<file path="src/clk_sel_pkg.sv">
// constants for the reset clock source selector
package clk_sel_pkg;
   // ***************************************************************
   // source codes, shared by reset code, request and current source
   // ***************************************************************
   localparam logic [2:0] SRC_FAST_64M  = 3'h0;
   localparam logic [2:0] SRC_RSVD_1    = 3'h1;
   localparam logic [2:0] SRC_EXT_PLL   = 3'h2;
   localparam logic [2:0] SRC_RSVD_3    = 3'h3;
   localparam logic [2:0] SRC_SECONDARY = 3'h4;
   localparam logic [2:0] SRC_SLOW_INT  = 3'h5;
   localparam logic [2:0] SRC_FAST_4M   = 3'h6;
   localparam logic [2:0] SRC_EXTERNAL  = 3'h7;

   // ***************************************************************
   // divider and internal frequency codes
   // ***************************************************************
   localparam logic [3:0] DIV_1         = 4'h0;
   localparam logic [3:0] DIV_4         = 4'h2;
   localparam logic [3:0] FRQ_4M        = 4'h2;
   localparam logic [3:0] FRQ_64M       = 4'h8;

   // ***************************************************************
   // external oscillator mode codes
   // ***************************************************************
   localparam logic [1:0] EXT_LOW_PWR   = 2'h0;
   localparam logic [1:0] EXT_MED_PWR   = 2'h1;
   localparam logic [1:0] EXT_HIGH_PWR  = 2'h2;
   localparam logic [1:0] EXT_CRYSTAL   = 2'h3;

   // ***************************************************************
   // timing
   // ***************************************************************
   localparam int CLK_PERIOD_NS         = 10;
   localparam int OST_PERIODS           = 1024;
   localparam int FAIL_TIME_NS          = 20000;
   // longest silence, rounded down to whole cycles
   localparam int FAIL_CYCLES           = FAIL_TIME_NS / CLK_PERIOD_NS;
   localparam logic [1:0] MON_COUNT_RST = 2'h0;
endpackage

</file>
<file path="src/clk_source_select.sv">
// clock source selection, start-up timing and failure monitor
// Summary of operation
// - Each reset loads the reset code into new and current source.
// - Code 000 is fast internal 64 MHz, divider 1:1, frequency code 1000.
// - Code 010 is primary external times four, 1:1, frequency code 0010.
// - External choices take low, medium, high power clock or crystal mode.
// - Monitor watches system, primary, secondary; system loss falls back.
// - Software may switch between internal and external while running.
// - The times-four multiplier serves only the primary external source.
// - Start-up timer counts 1024 crystal periods before ready is set.
// - External logic clock modes skip the start-up timer.
`timescale 1ns/1ns
module clk_source_select #(
   parameter int OST_COUNT  = clk_sel_pkg::OST_PERIODS,
   parameter int FAIL_LIMIT = clk_sel_pkg::FAIL_CYCLES
) (
   input  wire logic       clk,
   input  wire logic       nrst,
   input  wire logic [2:0] reset_source_code,
   input  wire logic [1:0] ext_osc_mode_select,
   input  wire logic       wake,
   input  wire logic       system_clock_tick,
   input  wire logic       primary_clock_tick,
   input  wire logic       secondary_clock_tick,
   input  wire logic       switch_req,
   input  wire logic [2:0] new_source_request,
   input  wire logic [3:0] new_divider_request,
   input  wire logic       fail_clear,
   output logic [2:0]      new_source_q,
   output logic [3:0]      new_divider_q,
   output logic [2:0]      current_source_q,
   output logic [3:0]      current_divider_q,
   output logic [3:0]      internal_freq_select_q,
   output logic [1:0]      ext_mode_q,
   output logic            pll_enable_q,
   output logic            external_osc_ready_q,
   output logic            secondary_osc_ready_q,
   output logic            switch_busy_q,
   output logic            system_fail_q,
   output logic            primary_fail_q,
   output logic            secondary_fail_q
);
   // ***************************************************************
   // elaboration checks
   // ***************************************************************
   if (OST_COUNT < 1 || OST_COUNT > 65535 ||
       FAIL_LIMIT < 2 || FAIL_LIMIT > 65535) begin : g_bad_param
      $error("OST_COUNT or FAIL_LIMIT out of range");
   end
   localparam logic [15:0] OST_LAST  = 16'(OST_COUNT - 1);
   localparam logic [15:0] FAIL_LAST = 16'(FAIL_LIMIT - 1);
   typedef enum logic [1:0] {SW_IDLE, SW_WAIT} sw_state_t;
   // ***************************************************************
   // helpers
   // ***************************************************************
   // reserved codes are never taken
   function automatic logic code_valid(input logic [2:0] c);
      code_valid = (c != clk_sel_pkg::SRC_RSVD_1) &&
                   (c != clk_sel_pkg::SRC_RSVD_3);
   endfunction
   // sources fed from the primary external pins
   function automatic logic uses_primary(input logic [2:0] c);
      uses_primary = (c == clk_sel_pkg::SRC_EXTERNAL) ||
                     (c == clk_sel_pkg::SRC_EXT_PLL);
   endfunction
   logic            loaded_q;
   logic [2:0]      strap_code;
   logic            ext_logic_mode;
   logic            prim_prev_q, sec_prev_q, sys_prev_q;
   logic            prim_edge, sec_edge, sys_edge;
   logic [15:0]     ost_prim_q;
   logic [15:0]     ost_sec_q;
   logic [15:0]     mon_sys_q, mon_prim_q, mon_sec_q;
   logic            target_ready;
   sw_state_t       sw_state_q;
   // reserved strap falls back to the 64 MHz internal setting
   assign strap_code = code_valid(reset_source_code) ?
                       reset_source_code : clk_sel_pkg::SRC_FAST_64M;
   assign ext_logic_mode = (ext_mode_q != clk_sel_pkg::EXT_CRYSTAL);
   assign prim_edge = primary_clock_tick & ~prim_prev_q;
   assign sec_edge  = secondary_clock_tick & ~sec_prev_q;
   assign sys_edge  = system_clock_tick & ~sys_prev_q;

   // ***************************************************************
   // edge capture of the oscillator activity inputs
   // ***************************************************************
   always_ff @(posedge clk or negedge nrst) begin
      if (!nrst) begin
         prim_prev_q <= 1'b0;
         sec_prev_q  <= 1'b0;
         sys_prev_q  <= 1'b0;
      end else begin
         prim_prev_q <= primary_clock_tick;
         sec_prev_q  <= secondary_clock_tick;
         sys_prev_q  <= system_clock_tick;
      end
   end

   // ***************************************************************
   // one-shot load flag; straps are caught after release, not in reset
   // ***************************************************************
   always_ff @(posedge clk or negedge nrst) begin
      if (!nrst) begin
         loaded_q <= 1'b0;
      end else begin
         loaded_q <= 1'b1;
      end
   end

   // external mode latched with the reset code
   always_ff @(posedge clk or negedge nrst) begin
      if (!nrst) begin
         ext_mode_q <= clk_sel_pkg::EXT_LOW_PWR;
      end else if (!loaded_q) begin
         ext_mode_q <= ext_osc_mode_select;
      end
   end

   // ***************************************************************
   // primary start-up timer
   // ***************************************************************
   always_ff @(posedge clk or negedge nrst) begin
      if (!nrst) begin
         ost_prim_q           <= 16'h0000;
         external_osc_ready_q <= 1'b0;
      end else if (!loaded_q || wake) begin
         // restart after reset or wake
         ost_prim_q           <= 16'h0000;
         external_osc_ready_q <= 1'b0;
      end else if (ext_logic_mode) begin
         external_osc_ready_q <= 1'b1;
      end else if (!external_osc_ready_q && prim_edge) begin
         if (ost_prim_q == OST_LAST) begin
            external_osc_ready_q <= 1'b1;
         end else begin
            ost_prim_q <= ost_prim_q + 16'h0001;
         end
      end
   end

   // secondary oscillator settles the same way, always a crystal count
   always_ff @(posedge clk or negedge nrst) begin
      if (!nrst) begin
         ost_sec_q             <= 16'h0000;
         secondary_osc_ready_q <= 1'b0;
      end else if (!loaded_q || wake) begin
         ost_sec_q             <= 16'h0000;
         secondary_osc_ready_q <= 1'b0;
      end else if (!secondary_osc_ready_q && sec_edge) begin
         if (ost_sec_q == OST_LAST) begin
            secondary_osc_ready_q <= 1'b1;
         end else begin
            ost_sec_q <= ost_sec_q + 16'h0001;
         end
      end
   end

   // ***************************************************************
   // activity monitors: silence for FAIL_LIMIT cycles flags a loss
   // ***************************************************************
   always_ff @(posedge clk or negedge nrst) begin
      if (!nrst) begin
         mon_sys_q  <= 16'h0000;
         mon_prim_q <= 16'h0000;
         mon_sec_q  <= 16'h0000;
      end else begin
         mon_sys_q  <= (sys_edge || mon_sys_q == FAIL_LAST) ?
                       16'h0000 : mon_sys_q + 16'h0001;
         mon_prim_q <= (prim_edge || !uses_primary(current_source_q) ||
                        mon_prim_q == FAIL_LAST) ?
                       16'h0000 : mon_prim_q + 16'h0001;
         mon_sec_q  <= (sec_edge ||
                        current_source_q != clk_sel_pkg::SRC_SECONDARY ||
                        mon_sec_q == FAIL_LAST) ?
                       16'h0000 : mon_sec_q + 16'h0001;
      end
   end

   // sticky loss flags; a new loss wins over a clear
   always_ff @(posedge clk or negedge nrst) begin
      if (!nrst) begin
         system_fail_q    <= 1'b0;
         primary_fail_q   <= 1'b0;
         secondary_fail_q <= 1'b0;
      end else begin
         system_fail_q    <= (mon_sys_q == FAIL_LAST) ||
                             (system_fail_q && !fail_clear);
         primary_fail_q   <= (mon_prim_q == FAIL_LAST) ||
                             (primary_fail_q && !fail_clear);
         secondary_fail_q <= (mon_sec_q == FAIL_LAST) ||
                             (secondary_fail_q && !fail_clear);
      end
   end

   // ***************************************************************
   // source switching
   // ***************************************************************
   // target may be taken once its oscillator has settled
   always_comb begin
      if (uses_primary(new_source_q)) begin
         target_ready = external_osc_ready_q;
      end else if (new_source_q == clk_sel_pkg::SRC_SECONDARY) begin
         target_ready = secondary_osc_ready_q;
      end else begin
         target_ready = 1'b1;
      end
   end

   always_ff @(posedge clk or negedge nrst) begin
      if (!nrst) begin
         new_source_q           <= clk_sel_pkg::SRC_FAST_64M;
         new_divider_q          <= clk_sel_pkg::DIV_1;
         current_source_q       <= clk_sel_pkg::SRC_FAST_64M;
         current_divider_q      <= clk_sel_pkg::DIV_1;
         internal_freq_select_q <= clk_sel_pkg::FRQ_64M;
         sw_state_q             <= SW_IDLE;
      end else if (!loaded_q) begin
         // reset code into new and current
         new_source_q     <= strap_code;
         current_source_q <= strap_code;
         sw_state_q       <= SW_IDLE;
         case (strap_code)
            clk_sel_pkg::SRC_FAST_64M: begin
               new_divider_q          <= clk_sel_pkg::DIV_1;
               current_divider_q      <= clk_sel_pkg::DIV_1;
               internal_freq_select_q <= clk_sel_pkg::FRQ_64M;
            end
            clk_sel_pkg::SRC_FAST_4M: begin
               new_divider_q          <= clk_sel_pkg::DIV_4;
               current_divider_q      <= clk_sel_pkg::DIV_4;
               internal_freq_select_q <= clk_sel_pkg::FRQ_4M;
            end
            // external times four, and others undivided
            default: begin
               new_divider_q          <= clk_sel_pkg::DIV_1;
               current_divider_q      <= clk_sel_pkg::DIV_1;
               internal_freq_select_q <= clk_sel_pkg::FRQ_4M;
            end
         endcase
      end else if (system_fail_q &&
                   current_source_q != clk_sel_pkg::SRC_FAST_4M) begin
         // fall back to fast internal, pending switch dropped
         current_source_q <= clk_sel_pkg::SRC_FAST_4M;
         new_source_q     <= clk_sel_pkg::SRC_FAST_4M;
         sw_state_q       <= SW_IDLE;
      end else begin
         case (sw_state_q)
            SW_IDLE: begin
               if (switch_req && code_valid(new_source_request)) begin
                  new_source_q  <= new_source_request;
                  new_divider_q <= new_divider_request;
                  sw_state_q    <= SW_WAIT;
               end
            end
            SW_WAIT: begin
               // hold the old clock until the new one has settled
               if (target_ready) begin
                  current_source_q  <= new_source_q;
                  current_divider_q <= new_divider_q;
                  sw_state_q        <= SW_IDLE;
               end
            end
            default: begin
               sw_state_q <= SW_IDLE;
            end
         endcase
      end
   end

   // busy flag registered so the output stays a flop
   always_ff @(posedge clk or negedge nrst) begin
      if (!nrst) begin
         switch_busy_q <= 1'b0;
      end else begin
         switch_busy_q <= (sw_state_q == SW_WAIT) && !target_ready &&
                          !system_fail_q;
      end
   end

   // multiplier only ever follows the primary external pins
   always_ff @(posedge clk or negedge nrst) begin
      if (!nrst) begin
         pll_enable_q <= 1'b0;
      end else begin
         pll_enable_q <= loaded_q &&
                         (current_source_q == clk_sel_pkg::SRC_EXT_PLL);
      end
   end
endmodule

</file>
<file path="config.mk">
export PLATFORM = sky130hd
export DESIGN_NAME = clk_source_select
export DESIGN_NICKNAME = d
export VERILOG_FILES = /design/src/clk_sel_pkg.sv /design/src/clk_source_select.sv
export SDC_FILE = /design/constraint.sdc
export NUM_CORES = 1
export LEC_CHECK = 0
export ABC_AREA = 1
export BUFFER_PORTS_ARGS = -buffer_cell sky130_fd_sc_hd__buf_2
export CORE_MARGIN = 3
export CORE_UTILIZATION = 45
export CTS_CLUSTER_DIAMETER = 150
export DETAILED_ROUTE_END_ITERATION = 12
export PLACE_DENSITY = 0.64
export SETUP_SLACK_MARGIN = 0.2
export SLEW_MARGIN = 5
export SYNTH_ARGS = -nofsm -noshare
export SYNTH_HDL_FRONTEND = slang
export SYNTH_SLANG_ARGS = --single-unit
</file>
<file path="constraint.sdc">
create_clock -name clk -period 2.68 [get_ports clk]
set_input_delay 0.134 -clock clk [delete_from_list [all_inputs] [get_ports clk]]
set_output_delay 0.134 -clock clk [all_outputs]
set_load 0.02 [all_outputs]
</file>
# == Yosys cells after proc, flatten, opt, wreduce, memory -nomap -nowiden ==
# Cells that the tools add are included.
# op_classes
addsub,5
eq_ne,33
n_mux,43
bitwise_logic,6
n_reduce_logical,46
# ops
operator,n
16-bit 2-to-1 mux,10
16-bit by 1-bit adder with 16-bit output (second input constant),5
16-bit by 11-bit == test with 1-bit output (second input constant),3
4-bit 2-to-1 mux,9
16-bit by 10-bit == test with 1-bit output (second input constant),2
3-bit 2-to-1 mux,9
3-bit by 1-bit inequality test with 1-bit output (second input constant),6
3-bit == test (second input constant),4
1-bit logical AND,12
2-bit AND reduction,6
1-bit logical OR,11
2-bit 2-to-1 mux,5
2-bit by 1-bit inequality test with 1-bit output (second input constant),5
1-bit 2-to-1 mux,9
3-bit AND reduction,3
2-bit inequality test (second input constant),4
4-bit inequality test (second input constant),2
1-bit logical NOT,7
3-bit by 2-bit == test with 1-bit output (second input constant),2
3-bit by 2-bit inequality test with 1-bit output (second input constant),2
3-bit inequality test (second input constant),2
2-bit nonzero test,3
3-bit nonzero test,2
2-bit one-hot mux with 2 select lines,1
other kinds (5),9
# word_totals
reg_bits,113
inputBits,20
wordCells,156

# == Logic depth before layout (Yosys ltp) ==
# depth
word_depth,7
depth_mapped,10
ltp_nobuf,10

# == Worst setup path before layout ==
# OpenSTA, ideal clock, no wires.
# synth_path
path_kind,reg2reg
startpoint,reg ost_sec_q[0]
endpoint,reg ost_sec_q[13]
setup_time_ps,76
arrival_time_ps,1447
slack_ps,1157
path_stages_with_launch,11
n_path_buf,1
synth_period_minus_slack_ps,1523
cell_sequence,dfrtp_1 -> ha_1 -> inv_1 -> nor2_4 -> nand2_2 -> nor2_1 -> nand2_1 -> nand2_1 -> buf_4 -> nand2_1 -> o21ai_1
# synth_between
elab_chain_len,4
elab_cells_between_ends,7
cone_classes,add/sub: 1; eq/ne: 2; mux: 3; reduce/logical: 1
# synth_rtl
item,line_no,rtl
from (decl),clk_source_select.sv:72,logic [15:0] ost_sec_q;
from (signal assigned),clk_source_select.sv:153,ost_sec_q <= ost_sec_q + 16'h0001;
16-bit by 1-bit adder with 16-bit output,clk_source_select.sv:153,
16-bit 2-to-1 mux,clk_source_select.sv:150,if (ost_sec_q == OST_LAST) begin
16-bit 2-to-1 mux,clk_source_select.sv:149,end else if (!secondary_osc_ready_q && sec_edge) begin
16-bit 2-to-1 mux,clk_source_select.sv:146,end else if (!loaded_q || wake) begin
# Several ways; a longest one is shown, not always the timed one. The select of a mux whose other input is x is not followed.
# A chain may end at the register's enable or synchronous reset.

# == Worst setup path in the final report ==
# layout_path
startpoint,reg ost_sec_q[0]
endpoint,reg ost_sec_q[5]
# Same word-level chain as after synthesis.

==> impl_metrics.tcl <==
set metrics [dict create \
    dp_cells 1018 \
    overflow 0 \
    die_area_sq_um 14700 \
    antenna_found_initial 2 \
    clock_latency_ns 0.36 \
    die_y_um 121 \
    final.setup.tns_ns 0 \
    cts_inserted_buffers 9 \
    drt_iter0_drc 332 \
    final_common_cell "nand2_1" \
    cp_top_family "simple AND/OR/NAND/NOR gates" \
    path_cells "ha_1 -> inv_1 -> nor2_4 -> nand2_2 -> nor2_1 -> nand2_1 -> nand2_1 -> nand2_1 -> o21ai_1" \
    avgSynthCellArea_sq_um 7.35 \
    relSlewSlack 0.505 \
    ys_top_cells_by_area "dfrtp_1, nand2_1, nor2_1" \
    synthArstFlopShare 1.00 \
    period_share 0.783 \
    cts_tree "yes" \
    critical_path_class "flop to flop" \
    yosysSeqAreaShare 0.462 \
    outcome "complete, no violations" \
    hpwlAfterDp_mm 9.90 \
    nNetsFinal 889 \
    numClockSinks 110 \
    path_clk_slew_ns 0.07 \
    path_buf_inv 1 \
    port_buffers 44 \
    ioPinCount 47 \
    wl_met1_mm 6.37 \
    syn_area_sq_um 5960 \
    cts_root_buf "clkbuf_16" \
    firstDrtPassIters 7 \
    grt_pass1_vias 5057 \
    start_util 0.466 \
    synth_area_leader_cell "dfrtp_1" \
    synth_cell_types 31 \
    irDropWorstVdd_v 0.000298 \
    min_path_type "primary input to flop" \
    synth_top_area_frac 0.458 \
    syn_inst 811 \
    post_cts_buffers 0 \
    worstMarginPinSlew_ns 0.742 \
    track_usage 0.194 \
    grt_first_pass_wirelength_mm 22.9 \
    crit_path_start_kind "flop" \
    cp.required_ns 2.95 \
    critPathMaxStageDelay_ns 0.53 \
    htree_levels 3 \
    setup_viol 0 \
    area_growth_syn_to_layout_pct 13.0 \
    r2r_slack_ns 0.58 \
    cp_max_fo 21 \
    ant_nets 0 \
    dieWidth_um 121 \
    rsz0062_at_grt "false" \
    grt_max_degree 48 \
    max_freq_ghz 0.477 \
    maxCapViolations 0 \
    highest_layer "met5" \
    worstPathArrival_ns 2.36 \
    yosys_most_used_dff "dfrtp_1" \
    layout-drive-gt1-share 0.0898 \
    final_max_slew_viol_count 0 \
    vias 5245 \
    skew_ns 0.00874 \
    p_per_area_nw_per_um2 516 \
    ys_ff_latch 110 \
    hold_viol 0 \
    coreArea_sq_um 12800 \
    clockBufferDepth 2 \
    cp_slowest_cell "nand2_1" \
    synth_edf_count 0 \
    crit_top_cell "nand2_1" \
    end_kind "flop" \
    instances_no_fill 1042 \
    worst_hold_slack_ns 0.0457 \
    num_rows 41 \
    wl_met3_um 552 \
    routedWlPerCell_um 12.9 \
    p_leak_nw 3.13 \
    layout_common_cells "nand2_1, nor2_1, dfrtp_1" \
    route.detailed.drc 0 \
    vias_per_cell 5.03 \
    final.min_clock_period_ns 2.10 \
    routed-wl-met2_mm 6.30 \
    finalWeightedCongestion 0.915 \
    drt-total-wl_mm 13.5 \
    yosys_warnings 0 \
]
metrics by stage:
stage               power (mW)  setup slack, ns  area [sq um]  utilization
finish                    3.47            0.583          6730        0.527
CTS                       3.53            0.593          6730        0.527
global placement          2.13            0.700          6360        0.498
floorplan                 2.00             1.16          5960            -
detailed placement        2.14            0.611          6360        0.498
global route              3.64            0.358          6730        0.527
registers in the layout (all words and copies together), names as in the netlist, 2 cells and up:
register and flops:
ost_sec_q 16, mon_sys_q 16, mon_sec_q 16, current_source_q 3, new_source_q 3, current_divider_q 4
mon_prim_q 16, new_divider_q 4, ost_prim_q 16, ext_mode_q 2, internal_freq_select_q 2
logic make-up (layout without fill, tap and decap cells):
family,Yosys count,count (layout),share of synthesized area
compound gates,51,51,0.0458
xor+xnor,32,32,0.0470
buf+inv,96,153,0.0655
other cells,2,4,0.00126
fa+ha+maj,5,5,0.0105
flops,110,110,0.462
simple gates,515,515,0.368
metal layers:
layer	vias to the layer above	global-route usage
met4	2	0.0708
met3	19	0.0476
li1	2676	-
met1	2450	0.246
met2	98	0.321
met5	-	0
cell usage after synthesis (all sizes together) (4+ instances only):
master  number
nand2      241
nor2       151
dfrtp      109
inv         82
nand3       61
nand4       31
o21ai       30
xor2        28
nor3        25
a21oi       17
buf         10
ha           5
clkbuf       4
xnor2        4
area by class of cell:
class / count / area (sq um)
Fill cell: 1255 / 6040
Multi-Input combinational cell: 606 / 2820
Sequential cell: 110 / 2750
Timing Repair Buffer: 55 / 335
Inverter: 82 / 308
Clock buffer: 15 / 268
Tap cell: 172 / 215
Clock inverter: 1 / 30.0
Antenna cell: 1 / 2.50
final timing paths:
path                                     startpoint                            to  depth (start not counted)
max                        ost_sec_q[0]$_DFFE_PN0P_      ost_sec_q[5]$_DFFE_PN0P_                          9
min                          new_divider_request[0]  new_divider_q[0]$_DFFE_PN0P_                          3
max reg2reg                ost_sec_q[0]$_DFFE_PN0P_      ost_sec_q[5]$_DFFE_PN0P_                          9
min reg2reg                  mon_sys_q[0]$_DFF_PN0_        mon_sys_q[0]$_DFF_PN0_                          1
max in group asynchronous                      nrst       mon_sec_q[12]$_DFF_PN0_                          3
min in group asynchronous                      nrst        mon_sec_q[4]$_DFF_PN0_                          2
tightest hold or removal path, stage by stage:
cell and delay, ns:
buf_2 0.10, inv_1 0.04, o21ai_0 0.08
power breakdown:
part / total, mW / switching (mW) / internal, mW
combinational: 0.337 / 0.236 / 0.101
sequential: 1.77 / 0.0518 / 1.72
clock: 1.36 / 0.583 / 0.778
total: 3.47 / 0.870 / 2.60
what timing repair did:
item	4_1_cts	5_1_grt
gates resized for setup	0	0
hold endpoints to repair	48	0
hold buffers	7	0
Note: power is estimated with default switching activity, not from simulation.
